## src/shared/rfppm_defines.vh

```
`ifndef RFPPM_DEFINES_VH
`define RFPPM_DEFINES_VH

// ==========================================================
// Clock and air timing
`define RFPPM_CLK_PERIOD_NS 25
`define RFPPM_SLOT_NS 18880
`define RFPPM_HALF_SLOT_NS 9440
`define RFPPM_HALF_CYC (`RFPPM_HALF_SLOT_NS / `RFPPM_CLK_PERIOD_NS)
`define RFPPM_HALF_MID (`RFPPM_HALF_CYC / 2)
`define RFPPM_BYTE256_NS 4833000
`define RFPPM_BYTE4_NS 302080
`define RFPPM_POWERUP_NS 100000
`define RFPPM_POWERUP_CYC ((`RFPPM_POWERUP_NS + `RFPPM_CLK_PERIOD_NS - 1) / `RFPPM_CLK_PERIOD_NS)
`define RFPPM_TURN_NS 311500
`define RFPPM_TURN_CYC ((`RFPPM_TURN_NS + `RFPPM_CLK_PERIOD_NS - 1) / `RFPPM_CLK_PERIOD_NS)
`define RFPPM_GUARD_W 14

// ==========================================================
// Frame shapes: SOF in half slots from the first pause, windows in half slots from their start, last symbol of a byte
`define RFPPM_SOF4_EDGE 10'h005
`define RFPPM_SOF256_EDGE 10'h006
`define RFPPM_SOF_LAST 10'h007
`define RFPPM_WIN4_LAST 10'h007
`define RFPPM_WIN256_LAST 10'h1FF
`define RFPPM_SYM4_LAST 2'h3

// ==========================================================
// Modes, states, error causes, stream word marks
`define RFPPM_MODE_256 1'b0
`define RFPPM_MODE_4 1'b1
`define RFPPM_ST_IDLE 2'h0
`define RFPPM_ST_SOF 2'h1
`define RFPPM_ST_DATA 2'h2
`define RFPPM_ERR_NONE 2'h0
`define RFPPM_ERR_POS 2'h1
`define RFPPM_ERR_MISS 2'h2
`define RFPPM_ERR_OVR 2'h3
`define RFPPM_TAG_BYTE 2'h0
`define RFPPM_TAG_LAST 2'h1
`define RFPPM_TAG_ABORT 2'h2

`endif

```

## src/hw/rfppm_decoder.v

```verilog
// What this block does
// - Reader speaks first; response allowed only after a good command frame.
// - Pauses of either modulation index arrive as one digital pause level.
// - One-of-256: one pause in 256 slots of 18.88 us; index is byte.
// - One-of-256: first slot gives 00h, last slot gives FFh.
// - One-of-256 byte lasts 4.833 ms, carrier over 8192.
// - One-of-four: one pause in four 18.88 us slots gives two bits.
// - One-of-four: first symbol is bits 1:0, fourth is bits 7:6.
// - One-of-four byte lasts 302.08 us, carrier over 512.
// - Frames open with SOF and close with EOF, both code violations.
// - The SOF pattern fixes the coding mode for the whole frame.
// - Ready for a new command 311.5 us after a response ends.
// - Wait 0.1 ms after power-up before accepting any frame.
`timescale 1ns/1ps
`include "rfppm_defines.vh"

// ==========================================================
// Byte stream FIFO
module rfppm_fifo #(
  parameter WIDTH = 10,
  parameter DEPTH = 32,
  parameter AW = 5
) (
  input wire clock,
  input wire rst_n,
  input wire in_valid,
  output wire in_ready,
  input wire [WIDTH-1:0] in_data,
  output wire out_valid,
  input wire out_ready,
  output wire [WIDTH-1:0] out_data
);
  reg [WIDTH-1:0] mem_q [0:DEPTH-1];
  reg [AW:0] wr_q;
  reg [AW:0] rd_q;
  wire full;
  wire empty;
  wire do_wr;
  wire do_rd;

  assign empty = (wr_q == rd_q);
  assign full = (wr_q[AW-1:0] == rd_q[AW-1:0]) && (wr_q[AW] != rd_q[AW]);
  assign in_ready = !full;
  assign out_valid = !empty;
  assign do_wr = in_valid && !full;
  assign do_rd = out_ready && !empty;
  assign out_data = mem_q[rd_q[AW-1:0]];

  always @(posedge clock) begin
    if (do_wr) begin
      mem_q[wr_q[AW-1:0]] <= in_data;
    end
  end

  always @(posedge clock) begin
    if (!rst_n) begin
      wr_q <= {(AW+1){1'b0}};
      rd_q <= {(AW+1){1'b0}};
    end else begin
      if (do_wr) begin
        wr_q <= wr_q + 1'b1;
      end
      if (do_rd) begin
        rd_q <= rd_q + 1'b1;
      end
    end
  end
endmodule // rfppm_fifo

// ==========================================================
// Downlink pulse position frame decoder
module rfppm_decoder #(
  parameter [31:0] TURN_CYC = `RFPPM_TURN_CYC,
  parameter FIFO_DEPTH = 32,
  parameter FIFO_AW = 5
) (
  input wire clock,
  input wire rst_n,
  input wire pause_in,
  input wire resp_busy,
  output wire out_valid,
  input wire out_ready,
  output wire [7:0] out_data,
  output wire out_last,
  output wire out_abort,
  output wire rx_ready,
  output wire frame_active,
  output wire coding_mode,
  output reg resp_allowed,
  output reg frame_ok,
  output reg frame_err,
  output reg [1:0] err_cause
);
  localparam [`RFPPM_GUARD_W-1:0] TURN_LD = TURN_CYC[`RFPPM_GUARD_W-1:0] - 1'b1;
  localparam [31:0] POWERUP_32 = `RFPPM_POWERUP_CYC - 1;
  localparam [`RFPPM_GUARD_W-1:0] POWERUP_LD = POWERUP_32[`RFPPM_GUARD_W-1:0];
  localparam [31:0] HALF_32 = `RFPPM_HALF_CYC - 1;
  localparam [8:0] HALF_LD = HALF_32[8:0];
  localparam [31:0] MID_32 = `RFPPM_HALF_MID;
  localparam [8:0] MID_LD = MID_32[8:0];

  // ==========================================================
  // Pause input synchroniser
  reg pause_s1_q;
  reg pause_s2_q;
  reg pause_s3_q;
  wire pause_start;

  always @(posedge clock) begin
    if (!rst_n) begin
      pause_s1_q <= 1'b0;
      pause_s2_q <= 1'b0;
      pause_s3_q <= 1'b0;
    end else begin
      pause_s1_q <= pause_in;
      pause_s2_q <= pause_s1_q;
      pause_s3_q <= pause_s2_q;
    end
  end

  // Only the leading edge counts, so pause width (10% vs 100%) is irrelevant
  assign pause_start = pause_s2_q && !pause_s3_q;

  // ==========================================================
  // Power-up and turnaround guard
  reg [`RFPPM_GUARD_W-1:0] guard_q;

  always @(posedge clock) begin
    if (!rst_n) begin
      guard_q <= POWERUP_LD;
    end else if (resp_busy) begin
      guard_q <= TURN_LD;
    end else if (guard_q != {`RFPPM_GUARD_W{1'b0}}) begin
      guard_q <= guard_q - 1'b1;
    end
  end

  assign rx_ready = (guard_q == {`RFPPM_GUARD_W{1'b0}});

  // ==========================================================
  // Frame state
  reg [1:0] state_q;
  reg [1:0] state_d;
  reg [9:0] h_q;
  reg [9:0] h_d;
  reg [8:0] div_q;
  reg [8:0] div_d;
  reg mode_q;
  reg mode_d;
  reg seen_q;
  reg seen_d;
  reg [7:0] sym_q;
  reg [7:0] sym_d;
  reg [5:0] shift_q;
  reg [5:0] shift_d;
  reg [1:0] nsym_q;
  reg [1:0] nsym_d;
  reg abort_q;
  reg abort_d;
  reg resp_d;
  reg ok_d;
  reg err_d;
  reg [1:0] cause_d;
  reg push_c;
  reg [9:0] push_w;
  reg [9:0] win_last;
  wire tick;
  wire fifo_in_ready;
  wire [9:0] fifo_out;

  // Tick sits mid half-slot so nominal pause edges never straddle it
  assign tick = (div_q == 9'h000);

  always @* begin
    state_d = state_q;
    h_d = h_q;
    div_d = tick ? HALF_LD : div_q - 1'b1;
    mode_d = mode_q;
    seen_d = seen_q;
    sym_d = sym_q;
    shift_d = shift_q;
    nsym_d = nsym_q;
    abort_d = abort_q;
    resp_d = resp_allowed;
    ok_d = 1'b0;
    err_d = 1'b0;
    cause_d = err_cause;
    push_c = 1'b0;
    push_w = 10'h000;
    win_last = (mode_q == `RFPPM_MODE_4) ? `RFPPM_WIN4_LAST : `RFPPM_WIN256_LAST;
    if (resp_busy) begin
      resp_d = 1'b0;
    end
    case (state_q)
      `RFPPM_ST_IDLE: begin
        div_d = MID_LD;
        if (abort_q) begin
          // Marker tells the consumer to drop the partial frame
          push_c = 1'b1;
          push_w = {`RFPPM_TAG_ABORT, 8'h00};
          if (fifo_in_ready) begin
            abort_d = 1'b0;
          end
        end else if (pause_start && rx_ready && !resp_busy) begin
          state_d = `RFPPM_ST_SOF;
          h_d = 10'h000;
          seen_d = 1'b0;
          resp_d = 1'b0;
        end
      end
      `RFPPM_ST_SOF: begin
        if (pause_start) begin
          if (!seen_q && h_q == `RFPPM_SOF4_EDGE) begin
            seen_d = 1'b1;
            mode_d = `RFPPM_MODE_4;
          end else if (!seen_q && h_q == `RFPPM_SOF256_EDGE) begin
            seen_d = 1'b1;
            mode_d = `RFPPM_MODE_256;
          end else begin
            state_d = `RFPPM_ST_IDLE;
          end
        end else if (tick) begin
          if (h_q == `RFPPM_SOF_LAST) begin
            h_d = 10'h000;
            seen_d = 1'b0;
            nsym_d = 2'h0;
            state_d = seen_q ? `RFPPM_ST_DATA : `RFPPM_ST_IDLE;
          end else begin
            h_d = h_q + 1'b1;
          end
        end
      end
      `RFPPM_ST_DATA: begin
        if (pause_start) begin
          if (h_q == 10'h000 && !seen_q && nsym_q == 2'h0) begin
            // EOF: pause in a first half at a byte boundary
            push_c = 1'b1;
            push_w = {`RFPPM_TAG_LAST, 8'h00};
            state_d = `RFPPM_ST_IDLE;
            if (fifo_in_ready) begin
              ok_d = 1'b1;
              resp_d = 1'b1;
            end else begin
              abort_d = 1'b1;
              err_d = 1'b1;
              cause_d = `RFPPM_ERR_OVR;
            end
          end else if (h_q[0] && !seen_q) begin
            // Second half of slot (h-1)/2 carries the value
            seen_d = 1'b1;
            sym_d = h_q[8:1];
          end else begin
            state_d = `RFPPM_ST_IDLE;
            abort_d = 1'b1;
            err_d = 1'b1;
            cause_d = `RFPPM_ERR_POS;
          end
        end else if (tick) begin
          if (h_q == win_last) begin
            h_d = 10'h000;
            seen_d = 1'b0;
            if (!seen_q) begin
              state_d = `RFPPM_ST_IDLE;
              abort_d = 1'b1;
              err_d = 1'b1;
              cause_d = `RFPPM_ERR_MISS;
            end else if (mode_q == `RFPPM_MODE_4) begin
              // Window of 8 halves per symbol, 4 symbols a byte
              shift_d = {sym_q[1:0], shift_q[5:2]};
              nsym_d = nsym_q + 1'b1;
              if (nsym_q == `RFPPM_SYM4_LAST) begin
                push_c = 1'b1;
                push_w = {`RFPPM_TAG_BYTE, sym_q[1:0], shift_q};
              end
            end else begin
              // Window of 512 halves is one byte
              push_c = 1'b1;
              push_w = {`RFPPM_TAG_BYTE, sym_q};
            end
            if (push_c && !fifo_in_ready) begin
              // Air cannot be stalled, so a full FIFO loses the frame
              state_d = `RFPPM_ST_IDLE;
              abort_d = 1'b1;
              err_d = 1'b1;
              cause_d = `RFPPM_ERR_OVR;
            end
          end else begin
            h_d = h_q + 1'b1;
          end
        end
      end
      default: begin
        state_d = `RFPPM_ST_IDLE;
      end
    endcase
  end

  always @(posedge clock) begin
    if (!rst_n) begin
      state_q <= `RFPPM_ST_IDLE;
      h_q <= 10'h000;
      div_q <= 9'h000;
      mode_q <= `RFPPM_MODE_256;
      seen_q <= 1'b0;
      sym_q <= 8'h00;
      shift_q <= 6'h00;
      nsym_q <= 2'h0;
      abort_q <= 1'b0;
      resp_allowed <= 1'b0;
      frame_ok <= 1'b0;
      frame_err <= 1'b0;
      err_cause <= `RFPPM_ERR_NONE;
    end else begin
      state_q <= state_d;
      h_q <= h_d;
      div_q <= div_d;
      mode_q <= mode_d;
      seen_q <= seen_d;
      sym_q <= sym_d;
      shift_q <= shift_d;
      nsym_q <= nsym_d;
      abort_q <= abort_d;
      resp_allowed <= resp_d;
      frame_ok <= ok_d;
      frame_err <= err_d;
      err_cause <= cause_d;
    end
  end

  assign frame_active = (state_q != `RFPPM_ST_IDLE);
  assign coding_mode = mode_q;

  // ==========================================================
  // Output stream buffer
  rfppm_fifo #(
    .WIDTH(10),
    .DEPTH(FIFO_DEPTH),
    .AW(FIFO_AW)
  ) u_fifo (
    .clock(clock),
    .rst_n(rst_n),
    .in_valid(push_c),
    .in_ready(fifo_in_ready),
    .in_data(push_w),
    .out_valid(out_valid),
    .out_ready(out_ready),
    .out_data(fifo_out)
  );

  assign out_data = fifo_out[7:0];
  assign out_last = (fifo_out[9:8] == `RFPPM_TAG_LAST);
  assign out_abort = (fifo_out[9:8] == `RFPPM_TAG_ABORT);
endmodule // rfppm_decoder

```

## config.mk

```make
export PLATFORM = sky130hd
export DESIGN_NAME = rfppm_decoder
export DESIGN_NICKNAME = d
export VERILOG_FILES = /design/src/hw/rfppm_decoder.v
export VERILOG_INCLUDE_DIRS = /design/src /design/src/shared
export SDC_FILE = /design/constraint.sdc
export NUM_CORES = 1
export LEC_CHECK = 0
export ABC_CLOCK_PERIOD_IN_PS = 3550
export BUFFER_PORTS_ARGS = -buffer_cell sky130_fd_sc_hd__buf_2
export CAP_MARGIN = 10
export CORE_ASPECT_RATIO = 0.75
export CORE_MARGIN = 1.5
export CORE_UTILIZATION = 25
export DETAILED_ROUTE_END_ITERATION = 8
export SYNTH_ARGS = -nofsm -noshare
export SYNTH_HDL_FRONTEND = slang
export SYNTH_SLANG_ARGS = --single-unit
```

## constraint.sdc

```tcl
create_clock -name clock -period 3.55 [get_ports clock]
set_clock_uncertainty 0.05 [all_clocks]
set_input_delay 0.1775 -clock clock [delete_from_list [all_inputs] [get_ports clock]]
set_output_delay 0.1775 -clock clock [all_outputs]
set_load 0.05 [all_outputs]
```

==> flow_summary.toml <==
[worst_setup_path]
cp_cell_sequence = "buf_12, mux4_2, mux4_2, mux2i_1, o21a_1, buf_2"
cp_slowest_cell = "mux4_2"
worst_ep_arrival_time_ps = 3170
required_ps = 3320
end_kind = "primary output"
rrSetupSlack_ps = 510
start_kind = "register"
slowest_delay_ps = 620
crit_top_cell = "mux4_2"
worstPathMaxFanout = 28
critPathKind = "reg -> out"

[sta]
rsz0062_at_grt = "no"
min_period_ps = 3401
hold_viol_final = 0
timing.final.max_slew_violations = 0
setup_viol = 0
max_freq_mhz = 294.1
final.setup.tns_ps = 0
tightest_slew_ps = 1060
max-slew-margin-rel_pct = 29.05
fin_crit_sh_pct = 95.79

[logic_synthesis]
syn_inst = 967
ys.flop_type = "edfxtp_1"
ys_top_cells_by_area = "edfxtp_1 (59%), mux4_2 (14%), dfxtp_1 (9.7%), nor2_1 (1.8%), ha_1 (1.5%)"
synth_area_um2 = 16260
ys_ff_latch = 399
synth.largest_area_cell = "edfxtp_1"
synthesis.nets = 991
avgSynthCellArea_um2 = 16.82
synth.top_cell.area_share_pct = 59.08
synth_cell_type_count = 55
seq_area_frac_synth_pct = 68.81
async_flop_share_pct = 0
synth_edf_count = 320
yosysWarningCount = 0

[die]
die_area_um2 = 66610
die_width_um = 297.5
coreArea_um2 = 63960
rows = 80
die_height_um = 223.9
io_pins = 24
start_util_pct = 25.43

[place]
dp_hpwl_mm = 24.62
routabilityCongestion = 0.8066
io_buffer_count = 23
dpl.cell_count = 1866

[clock_tree]
post_cts_buffers = 0
cts_root_buf = "clkbuf_16"
cts_buffers = 41
clock_latency_ps = 560
numClockSinks = 399
cts.path.max_buffers = 3
clk_pin_slew_ps = 60
cts_max_level = 2
cts_tree = "done"

[global_route]
antenna_found_initial = 2
grt.total_usage_pct = 11.39
gr-total-overflow = 0
grt_pass1_wl_mm = 57.13
grt_max_degree = 38
grt_pass1_vias = 8940

[route]
drt-initial-drc-count = 980
totalWireLength_mm = 37.87
ant_nets = 0
drcViolationCount = 0
num_vias = 8873
wire_per_inst_um = 19.48
vias_per_cell = 4.564
drtPass1Iterations = 5

[final_layout]
antenna_cells = 0
nets = 1074
fin_cells = 1944
drive_gt1_share_pct = 25.30
syn2layout_area_growth_pct = 17.80

[power_and_ir_drop]
powerDensity_nw_per_um2 = 481.4
p_total_uw = 9223
leakagePower_uw = 0.005125
vdd_drop_max_mv = 0.2885

[worst_hold_path]
hp-class = "in -> reg"

[status]
status = "completed"

[job]
maxCapViolCount = 0
routing by layer:
metal / vias to the layer above / part of all wire (%) / GRT usage [%]
li1: 3942 / - / -
met1: 4573 / 46 / 16.24
met2: 294 / 44 / 16.63
met3: 64 / 8.0 / 3.026
met4: 0 / 2.6 / 3.999
met5: - / 0 / 0
critical path: cells and delay by family (launching register included):
family	cells	cell delay, ps
buf+inv	2	560
flops	1	480
compound gates	1	220
mux	3	1330
synthesized netlist by cell type (19+ instances only):
library cell and number:
mux2i_1 21, edfxtp_1 320, a21oi_1 20, clkbuf_1 36, dfxtp_1 79, mux4_2 100
inv_1 22, nor3_1 26, ha_1 19, nand2_1 42, nor2_1 80, nand3_1 26
cell type report:
cell class	instances	area [µm²]
inverters	23	86.33
repair buffers	88	660.6
multi-input cells	497	4841
well taps	861	1077
clock inverters	25	232.7
flip-flops and latches	399	11200
clock buffers	51	1064
fillers	6224	44800
worst paths after layout:
check	start	endpoint	cells past startpoint
setup / recovery	register	out_abort	6
hold / removal	rst_n	guard_q[8]	3
setup reg to reg	div_q[0]	u_fifo.mem_q[15][1]	8
hold reg to reg	pause_s1_q	pause_s2_q	1
power by group:
part | internal, µW | leakage [µW] | total, µW | switching, µW
clock network | 2370 | 0.000617 | 4170 | 1800
registers | 4990 | 0.00285 | 5000 | 11.6
logic | 20.0 | 0.00166 | 54.9 | 34.9
cell usage in the layout (no fill, tap or decap), types with 13 or more instances in the layout:
master / instances
edfxtp_1: 320
mux4_2: 100
nor2_1: 80
dfxtp_1: 77
buf_4: 60
nand2_1: 42
clkbuf_16: 41
nand3_1: 26
nor3_1: 23
inv_1: 22
buf_2: 22
mux2i_1: 21
ha_1: 19
xor2_1: 18
xnor2_1: 18
nand2b_1: 13
metrics by stage:
stage | utilization (%) | instance area [µm²] | worst slack [ps] | hold slack (ps)
4_1_cts | 29.95 | 19150 | 25.17 | 80.12
6_report | 29.96 | 19160 | 149.4 | 92.54
5_1_grt | 29.96 | 19160 | 24.36 | 117.6
3_5_place_dp | 27.89 | 17840 | 497.9 | 369.1
2_1_floorplan | - | 16260 | 309.1 | 254.8
3_3_place_gp | 27.89 | 17840 | 518.2 | 371.8
cells by family (layout without fill, tap and decap cells):
kind of cell,after synthesis,in the layout,share of synthesized area (%)
mux,130,130,15.76
simple gates,243,243,7.385
xor+xnor,36,36,1.939
fa+ha+maj,19,19,1.462
compound gates,69,69,2.939
flops,399,399,68.81
buf+inv,71,187,1.708
flip-flops by register name, indices dropped and copies added, names as in the netlist, 2 cells and up, named ones only:
signal / count
u_fifo.mem_q: 320
guard_q: 14
h_q: 10
div_q: 9
sym_q: 8
shift_q: 6
u_fifo.rd_q: 6
u_fifo.wr_q: 6
err_cause: 2
nsym_q: 2
state_q: 2
timing repair:
action,4_1_cts,5_1_grt
hold buffers,2,0
resized for setup,1,1
setup endpoints to repair,1,1
endpoints found under the hold margin,11,0
Power figures use the tool's default switching activity.
